--- src/rtl/acr_defines.svh ---
// Constants of the serial-loaded converter setup register block.
// Assumes inclusion by bare name from the package and the design modules.
`ifndef ACR_DEFINES_SVH
`define ACR_DEFINES_SVH

`define ACR_CFG_W 12
`define ACR_WORD_W 16
`define ACR_RES_W 12
`define ACR_CH_W 3
`define ACR_CNT_W 5
// Falling-edge counts inside one frame
`define ACR_CFG_EDGES 5'h0c
`define ACR_MUX_EDGE 5'h0e
`define ACR_WORD_EDGES 5'h10
// Setup register default: normal power, no sequencing, channel 0
`define ACR_CFG_RESET 12'h030
// Power mode codes
`define ACR_PM_NORMAL 2'h3
`define ACR_PM_SHUTDOWN 2'h2
`define ACR_PM_AUTO 2'h1
`define ACR_PM_INVALID 2'h0
// Sequencer modes {sequencer_control, mask_select}
`define ACR_SEQ_OFF 2'h0
`define ACR_SEQ_MASK 2'h1
`define ACR_SEQ_KEEP 2'h2
`define ACR_SEQ_CONSEC 2'h3
`define ACR_LEAD_ZEROS 2'h0

`endif

--- src/rtl/acr_pkg.sv ---
// Types of the converter setup register block.
// Assumes acr_defines.svh is on the include path.
`include "acr_defines.svh"

package acr_pkg;

  typedef enum logic [1:0] {
    ACR_IDLE = 2'b01,
    ACR_XFER = 2'b10
  } acr_state_e;

  // Bit 11 first on the wire
  typedef struct packed {
    logic write_gate;
    logic sequencer_control;
    logic ignored_bit_hi;
    logic [`ACR_CH_W-1:0] channel_address;
    logic power_mode_high;
    logic power_mode_low;
    logic mask_select;
    logic ignored_bit_lo;
    logic range_single;
    logic coding_binary;
  } acr_cfg_s;

endpackage : acr_pkg

--- src/rtl/acr_sync_if.sv ---
// Carrier for synchronised pin levels and their edges.
// Assumes one producer (acr_sync) and one consumer on the same clock.
`timescale 1ns/1ps
`default_nettype none

interface acr_sync_if #(parameter int W = 1);
  logic [W-1:0] lvl;
  logic [W-1:0] rise;
  logic [W-1:0] fall;
  modport src (output lvl, output rise, output fall);
  modport dst (input lvl, input rise, input fall);
endinterface : acr_sync_if

`default_nettype wire

--- src/rtl/acr_top.sv ---
// Serial-loaded 12-bit setup register of an eight-channel converter.
// Assumes SCLK, CS_N, DIN asynchronous to MCLK and far slower than it;
// RESULT comes from the converter core on MCLK and holds at CS_N fall.
//
// Functional notes
// - Twelve-bit setup register, writable over the link, never readable back.
// - Each setup bit sampled from DIN on an SCLK falling edge.
// - Setup shifts in while previous result shifts out; applies next conversion.
// - Only bits of the first twelve falling edges count; rest ignored.
// - Order MSB first: gate, sequencer, ignored, address, power, mask, ignored, range, coding.
// - Gate bit 1 loads the following eleven bits outside mask frames, power code 00 keeping old power bits; 0 leaves register unchanged.
// - Address takes effect at conversion end: next channel or sequence end.
// - Low two bits of the result channel address go out on DOUT before the result bits.
// - Input multiplexer switches channel on the fourteenth SCLK falling edge.
// - Range bit 0 doubled-reference span, 1 single-reference span, next conversion.
// - Coding bit 0 twos complement, 1 straight binary, next conversion.
// - Sequencer and mask-select bits choose sequencer mode and mask-register target.
// - Two power mode bits decode the converter power mode.
// - Power code 11 keeps the converter fully powered always.
// - Sequencer bits 00: each conversion uses address of prior write.
// - Output word: two zeros, two address bits, twelve result bits MSB first.
`timescale 1ns/1ps
`default_nettype none
`include "acr_defines.svh"

module acr_top (
  // Clock and reset
  input wire logic MCLK,
  input wire logic SYS_RST,
  // Serial link pins
  input wire logic SCLK,
  input wire logic CS_N,
  input wire logic DIN,
  output logic DOUT,
  output logic DOUT_OE,
  // Converter core side
  input wire logic [`ACR_RES_W-1:0] RESULT,
  output logic [`ACR_CH_W-1:0] MUX_CHANNEL,
  output logic RANGE_SINGLE,
  output logic CODING_BINARY,
  output logic [1:0] POWER_MODE,
  output logic FULL_POWER,
  output logic [1:0] SEQ_MODE,
  output logic SEQ_ACTIVE,
  output logic MASK_TARGET
);

  ////////////////////////////////////////////////////////////////////////
  // Pin synchronisation

  acr_sync_if #(.W(3)) pins ();

  // Idle levels of {CS_N, SCLK, DIN}
  acr_sync #(.W(3), .INIT(3'h6)) u_sync (
    .clk(MCLK),
    .rst(SYS_RST),
    .raw({CS_N, SCLK, DIN}),
    .sync(pins.src)
  );

  logic cs_fall;
  logic cs_rise;
  logic sclk_fall;
  logic din_s;

  assign cs_fall = pins.fall[2];
  assign cs_rise = pins.rise[2];
  assign sclk_fall = pins.fall[1];
  assign din_s = pins.lvl[0];

  ////////////////////////////////////////////////////////////////////////
  // State

  acr_pkg::acr_state_e st_r, st_nxt;
  logic [`ACR_CNT_W-1:0] cnt_r, cnt_nxt;
  logic [`ACR_CFG_W-2:0] shin_r, shin_nxt;
  logic [`ACR_WORD_W-1:0] shout_r, shout_nxt;
  logic dout_r, dout_nxt;
  logic doe_r, doe_nxt;
  acr_pkg::acr_cfg_s pend_r, pend_nxt;
  logic pend_v_r, pend_v_nxt;
  acr_pkg::acr_cfg_s cfg_r, cfg_nxt;
  logic [`ACR_CH_W-1:0] mux_r, mux_nxt;
  logic seq_run_r, seq_run_nxt;
  logic mask_sel_r, mask_sel_nxt;
  logic full_pwr_r, full_pwr_nxt;

  acr_pkg::acr_cfg_s eff;
  acr_pkg::acr_cfg_s word;
  logic [1:0] mode;
  logic [1:0] pend_mode;
  logic run_next;
  logic [`ACR_CH_W-1:0] ch_next;

  // Setup in force for the coming conversion
  always_comb begin
    eff = pend_v_r ? pend_r : cfg_r;
    mode = {eff.sequencer_control, eff.mask_select};
    pend_mode = {pend_r.sequencer_control, pend_r.mask_select};
    word = acr_pkg::acr_cfg_s'({shin_r, din_s});
    if (pend_v_r) begin
      run_next = (mode == `ACR_SEQ_CONSEC) || ((mode == `ACR_SEQ_KEEP) && seq_run_r);
    end else begin
      run_next = seq_run_r;
    end
    if (pend_v_r && (mode == `ACR_SEQ_CONSEC)) begin
      ch_next = '0;
    end else if (run_next) begin
      ch_next = (mux_r >= eff.channel_address) ? '0 : mux_r + 3'h1;
    end else begin
      ch_next = eff.channel_address;
    end
  end

  always_comb begin
    st_nxt = st_r;
    cnt_nxt = cnt_r;
    shin_nxt = shin_r;
    shout_nxt = shout_r;
    dout_nxt = dout_r;
    doe_nxt = doe_r;
    pend_nxt = pend_r;
    pend_v_nxt = pend_v_r;
    cfg_nxt = cfg_r;
    mux_nxt = mux_r;
    seq_run_nxt = seq_run_r;
    mask_sel_nxt = mask_sel_r;
    full_pwr_nxt = full_pwr_r;
    case (st_r)
      acr_pkg::ACR_IDLE: begin
        doe_nxt = 1'b0;
        dout_nxt = 1'b0;
        if (cs_fall) begin
          st_nxt = acr_pkg::ACR_XFER;
          cnt_nxt = '0;
          pend_v_nxt = 1'b0;
          doe_nxt = 1'b1;
          shout_nxt = {`ACR_LEAD_ZEROS, mux_r[1:0], RESULT};
        end
      end
      acr_pkg::ACR_XFER: begin
        if (cs_rise) begin
          st_nxt = acr_pkg::ACR_IDLE;
          doe_nxt = 1'b0;
          dout_nxt = 1'b0;
          mask_sel_nxt = pend_v_r && (pend_mode == `ACR_SEQ_MASK);
          if (pend_v_r) begin
            cfg_nxt = pend_r;
            if ({pend_r.power_mode_high, pend_r.power_mode_low} == `ACR_PM_INVALID) begin
              cfg_nxt.power_mode_high = cfg_r.power_mode_high;
              cfg_nxt.power_mode_low = cfg_r.power_mode_low;
            end
            full_pwr_nxt = ({cfg_nxt.power_mode_high, cfg_nxt.power_mode_low}
                            == `ACR_PM_NORMAL);
          end
        end else if (sclk_fall && (cnt_r != `ACR_WORD_EDGES)) begin
          cnt_nxt = cnt_r + 5'h01;
          dout_nxt = shout_r[`ACR_WORD_W-2];
          shout_nxt = {shout_r[`ACR_WORD_W-2:0], 1'b0};
          if (cnt_r < `ACR_CFG_EDGES - 5'h01) begin
            shin_nxt = {shin_r[`ACR_CFG_W-3:0], din_s};
          end
          if ((cnt_r == `ACR_CFG_EDGES - 5'h01) && !mask_sel_r && word.write_gate) begin
            pend_nxt = word;
            pend_v_nxt = 1'b1;
          end
          if (cnt_r == `ACR_MUX_EDGE - 5'h01) begin
            mux_nxt = ch_next;
            seq_run_nxt = run_next;
          end
        end
      end
      default: begin
        st_nxt = acr_pkg::ACR_IDLE;
      end
    endcase
  end

  always_ff @(posedge MCLK) begin
    if (SYS_RST) begin
      st_r <= acr_pkg::ACR_IDLE;
      cnt_r <= '0;
      shin_r <= '0;
      shout_r <= '0;
      dout_r <= 1'b0;
      doe_r <= 1'b0;
      pend_r <= acr_pkg::acr_cfg_s'(`ACR_CFG_RESET);
      pend_v_r <= 1'b0;
      cfg_r <= acr_pkg::acr_cfg_s'(`ACR_CFG_RESET);
      mux_r <= '0;
      seq_run_r <= 1'b0;
      mask_sel_r <= 1'b0;
      full_pwr_r <= 1'b1;
    end else begin
      st_r <= st_nxt;
      cnt_r <= cnt_nxt;
      shin_r <= shin_nxt;
      shout_r <= shout_nxt;
      dout_r <= dout_nxt;
      doe_r <= doe_nxt;
      pend_r <= pend_nxt;
      pend_v_r <= pend_v_nxt;
      cfg_r <= cfg_nxt;
      mux_r <= mux_nxt;
      seq_run_r <= seq_run_nxt;
      mask_sel_r <= mask_sel_nxt;
      full_pwr_r <= full_pwr_nxt;
    end
  end

  ////////////////////////////////////////////////////////////////////////
  // Outputs

  assign DOUT = dout_r;
  assign DOUT_OE = doe_r;
  assign MUX_CHANNEL = mux_r;
  assign RANGE_SINGLE = cfg_r.range_single;
  assign CODING_BINARY = cfg_r.coding_binary;
  assign POWER_MODE = {cfg_r.power_mode_high, cfg_r.power_mode_low};
  assign FULL_POWER = full_pwr_r;
  assign SEQ_MODE = {cfg_r.sequencer_control, cfg_r.mask_select};
  assign SEQ_ACTIVE = seq_run_r;
  assign MASK_TARGET = mask_sel_r;

  logic in_xfer;
  assign in_xfer = (st_r == acr_pkg::ACR_XFER);
endmodule : acr_top

`default_nettype wire

--- src/rtl/acr_sync.sv ---
// Two-flop synchroniser with edge detection behind the second stage.
// Assumes raw inputs asynchronous to clk; one clk of latency per stage.
`timescale 1ns/1ps
`default_nettype none

module acr_sync #(
  parameter int W = 1,
  // Reset level of every stage; idle pin level avoids a false edge
  parameter logic [W-1:0] INIT = '0
) (
  // Clock and reset
  input wire logic clk,
  input wire logic rst,
  // Asynchronous inputs
  input wire logic [W-1:0] raw,
  // Synchronised view
  acr_sync_if.src sync
);

  logic [W-1:0] meta_r;
  logic [W-1:0] meta_nxt;
  logic [W-1:0] sync_r;
  logic [W-1:0] sync_nxt;
  logic [W-1:0] prev_r;
  logic [W-1:0] prev_nxt;

  always_comb begin
    meta_nxt = raw;
    sync_nxt = meta_r;
    prev_nxt = sync_r;
  end

  always_ff @(posedge clk) begin
    if (rst) begin
      meta_r <= INIT;
      sync_r <= INIT;
      prev_r <= INIT;
    end else begin
      meta_r <= meta_nxt;
      sync_r <= sync_nxt;
      prev_r <= prev_nxt;
    end
  end

  // Edges only from the second and third stages
  assign sync.lvl = sync_r;
  assign sync.rise = sync_r & ~prev_r;
  assign sync.fall = ~sync_r & prev_r;

endmodule : acr_sync

`default_nettype wire

--- config.mk ---
export PLATFORM = sky130hd
export DESIGN_NAME = acr_top
export DESIGN_NICKNAME = d
export VERILOG_FILES = /design/src/rtl/acr_pkg.sv /design/src/rtl/acr_sync_if.sv /design/src/rtl/acr_top.sv /design/src/rtl/acr_sync.sv
export VERILOG_INCLUDE_DIRS = /design/src /design/src/rtl
export SDC_FILE = /design/constraint.sdc
export NUM_CORES = 1
export LEC_CHECK = 0
export ABC_AREA = 0
export BUFFER_PORTS_ARGS = -buffer_cell sky130_fd_sc_hd__buf_2
export CORE_AREA = 3 3 87 130
export CTS_BUF_LIST = sky130_fd_sc_hd__clkbuf_4
export CTS_CLUSTER_SIZE = 20
export DETAILED_ROUTE_END_ITERATION = 8
export DIE_AREA = 0 0 90 133
export SYNTH_ARGS = -nofsm -noshare
export SYNTH_HDL_FRONTEND = slang
export SYNTH_HIERARCHICAL = 1
export SYNTH_SLANG_ARGS = --single-unit
--- constraint.sdc ---
create_clock -name MCLK -period 1.85 [get_ports MCLK]
set_input_delay 0.4625 -clock MCLK [delete_from_list [all_inputs] [get_ports MCLK]]
set_output_delay 0.4625 -clock MCLK [all_outputs]
set_load 0.02 [all_outputs]
==> results of run 1 <==
[placed cells by master, fill, tap and decap left out, types with 2 or more instances in the layout]
cell type,count
o21ai_0,3
ha_1,7
mux2i_1,22
mux2i_2,2
a21oi_1,15
nor3_1,2
nor2b_1,8
inv_1,6
nor2_1,41
or2_1,6
clkbuf_4,9
buf_4,16
a221o_1,2
nand2b_1,18
dfxtp_1,66
a311oi_1,13
nand3b_1,3
xor2_1,4
bufinv_16,3
a21o_1,2
nand3_1,8
nand4_1,4
a211oi_1,2
dfxtp_2,2
nand2_1,46
o21ai_1,2
buf_2,30
[power groups by stage]
| stage | logic, mW | clock network, mW | registers [mW] |
|---|---|---|---|
| detailed placement | 0.120 | 0 | 1.54 |
| global route | 0.137 | 1.34 | 1.51 |
| CTS | 0.121 | 1.27 | 1.50 |
| finish | 0.121 | 1.24 | 1.50 |
| floorplan | 0.0744 | 0 | 1.53 |
| global placement | 0.118 | 0 | 1.53 |
[sequential cells by signal, indices dropped and copies added (netlist names)]
| signal | cells |
|---|---|
| pend_mode | 2 |
| pend_r | 7 |
| SEQ_ACTIVE | 1 |
| CODING_BINARY | 1 |
| shin_r | 11 |
| FULL_POWER | 1 |
| shout_r | 15 |
| DOUT | 1 |
| DOUT_OE | 1 |
| POWER_MODE | 2 |
| st_r | 2 |
| RANGE_SINGLE | 1 |
| cfg_r | 3 |
| MUX_CHANNEL | 3 |
| pend_v_r | 1 |
| u_sync/sync.lvl | 3 |
| MASK_TARGET | 1 |
| u_sync/prev_r | 2 |
| u_sync/meta_r | 3 |
| cnt_r | 5 |
| SEQ_MODE | 2 |
[worst min path at each step]
stage                     startpoint                 end  slack [ns]  cells past startpoint
floorplan           u_sync/meta_r[1]  u_sync/sync.lvl[1]        0.38                      1
global placement    u_sync/meta_r[1]  u_sync/sync.lvl[1]        0.40                      1
detailed placement  u_sync/meta_r[1]  u_sync/sync.lvl[1]        0.40                      1
CTS                             SCLK    u_sync/meta_r[1]        0.19                      2
global route                    SCLK    u_sync/meta_r[1]        0.20                      2
finish                          SCLK    u_sync/meta_r[1]        0.23                      2
[per-layer routing]
layer / global-route usage / vias up / wire (um)
met4: 0.0528 / 0 / 91
met2: 0.194 / 41 / 3390
met3: 0.0301 / 10 / 230
li1: - / 1211 / -
met1: 0.121 / 1121 / 2780
met5: 0 / - / 0
[critical path, cell delays in order (launching register included)]
cell and delay (ns):
dfxtp_1 0.45, or3b_4 0.43, a2111oi_4 0.19, buf_4 0.19, buf_12 0.12, mux2i_1 0.22
nor2_1 0.06
[layout make-up]
type	instances	area, sq um
inverters	6	22.5
clock buffers	9	67.6
flip-flops and latches	68	1360
well taps	141	176
repair buffers	49	327
clock inverters	7	115
fillers	1098	6660
multi-input cells	234	1510
[repair_timing]
| action | 4_1_cts | 5_1_grt |
|---|---|---|
| resized for setup | 0 | 8 |
| endpoints found under the setup margin | 0 | 18 |
| endpoints found under the hold margin | 0 | 0 |
| setup buffers | 0 | 1 |
==> impl_metrics.yaml, run 1 <==
clock_network:
  clock-sinks: 68
  postCtsHoldBufs: 0
  htree_levels: 3
  clk_latency_ns: 0.42
  cts_buffers: 9
  cts_tree: "yes"
  cts-root-buf: "clkbuf_4"
  path_clk_slew_ns: 0.12
  clock_path_buffers: 2
sta:
  setup_tns_ns: 0
  fin_ws_ns: 0.0713
  relSlewSlack: 0.714
  max_freq_ghz: 0.562
  whs_ns: 0.226
  slew_violations: 0
  min_period_ns: 1.78
  finalSetupViolations: 0
  skew_ns: 0.0174
  min_period_over_period: 0.961
  tightest_slew_ns: 0.429
  finalHoldViolations: 0
global_route:
  grt_max_degree: 23
  grt_overflow: 0
  grt_usage: 0.110
  grt_pass1_vias: 2306
  antenna_found_initial: 0
  grt_pass1_wl_um: 10600
routing:
  drtAntennaViolNets: 0
  wl_per_cell_um: 12.6
  route.detailed.drc: 0
  drt_iter0_markers: 99
  detailroute.via_count: 2383
  vias_per_cell: 4.64
  totalWireLength_um: 6480
  drt_pass1_iterations: 4
synth:
  ys_warn_count: 6
  syn_avg_cell_area_sq_um: 9.07
  syn-cell-area_sq_um: 2980
  netlist_instances: 329
  synth_fp_nets: 353
placement:
  place_ws_ns: 0.0725
  hpwl_um: 4590
  io_buffer_count: 30
  dp.cells: 496
  gp_congestion: 0.803
  placed_area_sq_um: 3340
power:
  p_clk_frac: 0.432
  worst_ir_drop_vdd_v: 0.000357
  power.density_nw_per_um2: 798
  p_leak_nw: 1.32
  p_comb_frac: 0.042
  p_int_mw: 2.22
  pwr-share-seq: 0.525
  switching_power_mw: 0.637
  switching_share: 0.223
  total_power_mw: 2.86
floorplanning:
  core_area_sq_um: 10200
  die_h_um: 133
  die_w_um: 90
  dieArea_sq_um: 12000
  pin_count: 31
  rows: 45
  initial_core_util: 0.291
worst_setup_path:
  crit_required_ns: 2.16
  worstSetupPathType: "register to register"
  crit_path_start_kind: "register"
  crit_start: "st_r[1]"
  timing.reg2reg.setup_slack_ns: 0.07
  reg2reg_to: "shin_r[6]"
  crit_end: "shin_r[6]"
  end_kind: "register"
  worstPathMaxFanout: 8
  rr_startpoint: "st_r[1]"
  worst-r2r-cell-count: 6
  worstPathArrival_ns: 2.09
hold_path:
  min_path_type: "input pin to register"
finish:
  syn2layout_area_growth_pct: 20.1
  diodes: 0
  finish.instance_area_sq_um: 3580
  fin_nets: 392
  utilization: 0.350
  final_cells: 514
  drive_above_1_share: 0.209
job:
  cap_violations: 0
run_status:
  status: "finished, final reports clean"
(Power assumes the default switching activity.)
==> run 2: changes to the inputs <==
--- a/config.mk
+++ b/config.mk
@@ -13,6 +13,7 @@
 export CTS_CLUSTER_SIZE = 20
 export DETAILED_ROUTE_END_ITERATION = 8
 export DIE_AREA = 0 0 90 133
+export SETUP_SLACK_MARGIN = 0.1
 export SYNTH_ARGS = -nofsm -noshare
 export SYNTH_HDL_FRONTEND = slang
 export SYNTH_HIERARCHICAL = 1
==> impl_metrics.yaml, run 2 (synthesis results as in run 1) <==
run_status:
  status: "finished, final reports clean"
floorplanning:
  rows: 45
  initial_core_util: 0.291
  die_h_um: 133
  core_area_sq_um: 10200
  dieArea_sq_um: 12000
  pin_count: 31
  die_w_um: 90
worst_setup_path:
  critical_path_buf_inv_count: 2
  rr_startpoint: "st_r[0]"
  end_kind: "register"
  worstSetupPathType: "register to register"
  crit_end: "shin_r[6]"
  reg2reg_to: "shin_r[6]"
  cp.depth: 6
  critPathMaxStageDelay_ns: 0.44
  crit_chain: "or3b_4 > a2111oi_4 > buf_4 > buf_12 > mux2i_1 > nor2_1"
  worstPathArrival_ns: 2.05
  crit_start: "st_r[0]"
  worst-r2r-cell-count: 6
  critical-path-top-delay-family: "simple AND/OR/NAND/NOR gates"
  timing.reg2reg.setup_slack_ns: 0.10
  crit_path_start_kind: "register"
  crit_required_ns: 2.16
  worstPathMaxFanout: 8
  crit_slowest_cell: "or3b_4"
finish:
  utilization: 0.359
  fin_nets: 396
  final_cells: 518
  drive_above_1_share: 0.241
  final_common_cell: "dfxtp_1"
  syn2layout_area_growth_pct: 23.4
  fillers: 1094
  largest_register: "shout_r"
  multi_input_area_sq_um: 1560
  diodes: 0
  mostFrequentLayoutCells: "dfxtp_1 (63), nand2_1 (46), nor2_1 (41)"
  seq_area_sq_um: 1370
  largest_reg_flops: 15
  finish.instance_area_sq_um: 3680
  top_regs: "shout_r (15), shin_r (11), pend_r (7)"
sta:
  tightest_slew_ns: 0.423
  skew_ns: 0.0167
  min_period_ns: 1.75
  fin_ws_ns: 0.104
  setup_tns_ns: 0
  whs_ns: 0.227
  relSlewSlack: 0.718
  max_freq_ghz: 0.573
  slew_violations: 0
  finalHoldViolations: 0
  rsz0062_at_grt: "yes"
  min_period_over_period: 0.944
  finalSetupViolations: 0
power:
  worst_ir_drop_vdd_v: 0.000357
  p_leak_nw: 1.36
  power.density_nw_per_um2: 779
  total_power_mw: 2.87
clock_network:
  clock-sinks: 68
  cts-root-buf: "clkbuf_4"
  cts_buffers: 9
  cts_tree: "yes"
  postCtsHoldBufs: 0
  clock_path_buffers: 2
  clk_latency_ns: 0.41
  path_clk_slew_ns: 0.13
  htree_levels: 3
routing:
  totalWireLength_um: 6690
  vias_per_cell: 4.65
  drtAntennaViolNets: 0
  route.detailed.drc: 0
  detailroute.via_count: 2409
  drt_iter0_markers: 111
  wl_per_cell_um: 12.9
  drt_pass1_iterations: 7
global_route:
  grt_pass1_wl_um: 10600
  grt_max_degree: 23
  grt_pass1_vias: 2313
  grt_usage: 0.110
  antenna_found_initial: 0
  grt_overflow: 0
placement:
  placed_area_sq_um: 3340
  place_ws_ns: 0.0725
  io_buffer_count: 30
  gp_congestion: 0.803
  dp.cells: 496
  hpwl_um: 4590
hold_path:
  min_path_type: "input pin to register"
job:
  cap_violations: 0
[run 2: report_power, final]
| group | internal [mW] | switching, mW |
|---|---|---|
| clock network | 0.680 | 0.556 |
| logic | 0.0597 | 0.0717 |
| registers | 1.49 | 0.0139 |
| total | 2.23 | 0.642 |
[run 2: what timing repair did]
item	in CTS	in global routing
endpoints found under the setup margin	5	43
pin swaps	0	4
resized for setup	2	20
endpoints found under the hold margin	0	0
gates cloned	0	2
buffers inserted	0	4
[run 2: area by class of cell]
| class | count | area share |
|---|---|---|
| Inverter | 6 | 0.00612 |
| Clock inverter | 7 | 0.0313 |
| Clock buffer | 9 | 0.0183 |
| Timing Repair Buffer | 53 | 0.101 |
| Multi-Input combinational cell | 234 | 0.424 |
| Tap cell | 141 | 0.0479 |
| Sequential cell | 68 | 0.372 |
[run 2: routing by layer]
| metal | part of all wire | vias up | global-route usage | wire [um] |
|---|---|---|---|---|
| met5 | 0 | - | 0 | 0 |
| met4 | 0.014 | 0 | 0.0528 | 93 |
| met3 | 0.030 | 10 | 0.0301 | 201 |
| met2 | 0.53 | 34 | 0.194 | 3520 |
| met1 | 0.43 | 1144 | 0.120 | 2880 |
| li1 | - | 1221 | - | - |
[run 2: worst min-delay path by stage]
| stage | from | end | slack [ns] | cells after the start |
|---|---|---|---|---|
| 3_3_place_gp | u_sync/meta_r[1] | u_sync/sync.lvl[1] | 0.40 | 1 |
| 6_report | SCLK | u_sync/meta_r[1] | 0.23 | 2 |
| 4_1_cts | SCLK | u_sync/meta_r[1] | 0.19 | 2 |
| 3_5_place_dp | u_sync/meta_r[1] | u_sync/sync.lvl[1] | 0.40 | 1 |
| 2_1_floorplan | u_sync/meta_r[1] | u_sync/sync.lvl[1] | 0.38 | 1 |
| 5_1_grt | SCLK | u_sync/meta_r[1] | 0.20 | 2 |
[run 2: worst register-to-register path, cell delays in order, from the launching register on]
cell and delay [ns]:
dfxtp_1 0.41, or3b_4 0.44, a2111oi_4 0.19, buf_4 0.19
buf_12 0.12, mux2i_1 0.22, nor2_1 0.06
==> run 3: changes to the inputs <==
==> constraint.sdc (replaced) <==
create_clock -name MCLK -period 2.15 [get_ports MCLK]
set_input_delay 0.5375 -clock MCLK [delete_from_list [all_inputs] [get_ports MCLK]]
set_output_delay 0.5375 -clock MCLK [all_outputs]
set_load 0.02 [all_outputs]
==> impl_metrics.yaml, run 3 (synthesis results as in run 1) <==
run_status:
  status: "finished, final reports clean"
global_route:
  grt_pass1_vias: 2197
  grt_usage: 0.103
  busiest_layer: "met2"
  grt_overflow: 0
  grt_max_degree: 41
  grtUsageMet3: 0.0336
  grt.met2_usage: 0.177
  gr-usage-met1: 0.116
  antenna_found_initial: 0
  grt_pass1_wl_um: 10100
routing:
  drt_pass1_iterations: 4
  drtAntennaViolNets: 0
  wl_per_cell_um: 11.8
  vias_per_cell: 4.62
  totalWireLength_um: 5940
  route.detailed.drc: 0
  drt_iter0_markers: 78
  detailroute.via_count: 2328
clock_network:
  cts-root-buf: "clkbuf_4"
  clock-sinks: 68
  clock_path_buffers: 2
  cts_tree: "yes"
  cts_setup_buffers: 0
  htree_levels: 3
  clk_latency_ns: 0.40
  path_clk_slew_ns: 0.11
  cts_buffers: 9
sta:
  finalHoldViolations: 0
  max_freq_ghz: 0.533
  rsz0062_at_grt: "no"
  min_period_ns: 1.87
  relSlewSlack: 0.577
  setup_tns_ns: 0
  skew_ns: 0.0137
  finalSetupViolations: 0
  min_period_over_period: 0.872
  tightest_slew_ns: 0.635
  slew_violations: 0
hold_path:
  min_path_type: "input pin to register"
  min_to: "u_sync/meta_r[1]"
  hold_path_startpoint: "SCLK"
  worstHoldPathCells: 2
finish:
  finish.instance_area_sq_um: 3400
  top_regs: "shout_r (15), shin_r (11), pend_r (7)"
  final_common_cell: "dfxtp_1"
  mostFrequentLayoutCells: "dfxtp_1 (67), nand2_1 (46), nor2_1 (41)"
  largest_register: "shout_r"
  diodes: 0
  fin_nets: 384
  largest_reg_flops: 15
  syn2layout_area_growth_pct: 14.0
  fillers: 1114
  drive_above_1_share: 0.171
power:
  worst_ir_drop_vdd_v: 0.000206
  power.density_nw_per_um2: 634
  p_leak_nw: 1.23
placement:
  io_buffer_count: 30
  gp_congestion: 0.845
  placed_area_sq_um: 3280
  hpwl_um: 4350
worst_setup_path:
  reg2reg_to: "pend_r[0]"
  crit_path_start_kind: "register"
  rr_startpoint: "cnt_r[0]"
  worstPathArrival_ns: 2.20
  end_kind: "register"
  worstPathMaxFanout: 9
  timing.reg2reg.setup_slack_ns: 0.28
  crit_required_ns: 2.48
  worst-r2r-cell-count: 6
  worstSetupPathType: "register to register"
floorplanning:
  core_area_sq_um: 10200
  rows: 45
  die_w_um: 90
  dieArea_sq_um: 12000
  pin_count: 31
  initial_core_util: 0.291
  die_h_um: 133
job:
  cap_violations: 0
## run 3: cell count changes in the layout (fill, tap and decap cells not counted), moves of 3 or more
cell,delta
a311oi_1,+4
a311oi_2,-4
buf_4,-6
dfxtp_1,+4
dfxtp_2,-3
## run 3: worst max-delay path by stage
stage / from / endpoint / depth (start not counted)
floorplan: pend_v_r / MUX_CHANNEL[2] / 7
global placement: pend_v_r / MUX_CHANNEL[2] / 7
detailed placement: pend_v_r / MUX_CHANNEL[2] / 7
CTS: pend_v_r / MUX_CHANNEL[2] / 7
global route: cnt_r[0] / pend_r[0] / 6
finish: cnt_r[0] / pend_r[0] / 6
## run 3: cell type report
class	count	area, sq um	share of cell area
flip-flops and latches	68	1360	0.400
clock inverters	4	42.5	0.0125
repair buffers	41	233	0.0684
well taps	141	176	0.0518
inverters	6	22.5	0.00662
clock buffers	10	75.1	0.0221
multi-input cells	234	1490	0.438
## run 3: routing by layer
| layer | wire length (um) | vias up |
|---|---|---|
| li1 | - | 1193 |
| met4 | 106 | 0 |
| met2 | 2920 | 46 |
| met5 | 0 | - |
| met1 | 2630 | 1076 |
| met3 | 285 | 13 |
## run 3: power breakdown
part | switching [mW] | internal (mW) | total [mW]
logic | 0.0550 | 0.0449 | 0.0999
clock network | 0.418 | 0.347 | 0.765
registers | 0.0110 | 1.28 | 1.29
## run 3: timing repair
action,in CTS,in global routing
endpoints found under the setup margin,0,1
gates resized for setup,0,1
hold buffers,0,0
## run 3: per-stage QoR
stage          hold slack (ns)  setup WS (ns)  total power [mW]  std cells   util
2_1_floorplan            0.383          0.422              1.38        329      -
3_3_place_gp             0.389          0.314              1.42        490  0.321
3_5_place_dp             0.392          0.257              1.42        490  0.321
4_1_cts                  0.306          0.235              2.19        504  0.332
5_1_grt                  0.315          0.147              2.26        504  0.332
6_report                 0.330          0.275              2.16        504  0.332
## run 3: critical path, cell delays in order (launching register included)
cell	delay (ns)
dfxtp_1	0.43
inv_1	0.10
ha_1	0.24
nand4bb_2	0.14
nand3_1	0.24
nor2_4	0.39
mux2i_1	0.26
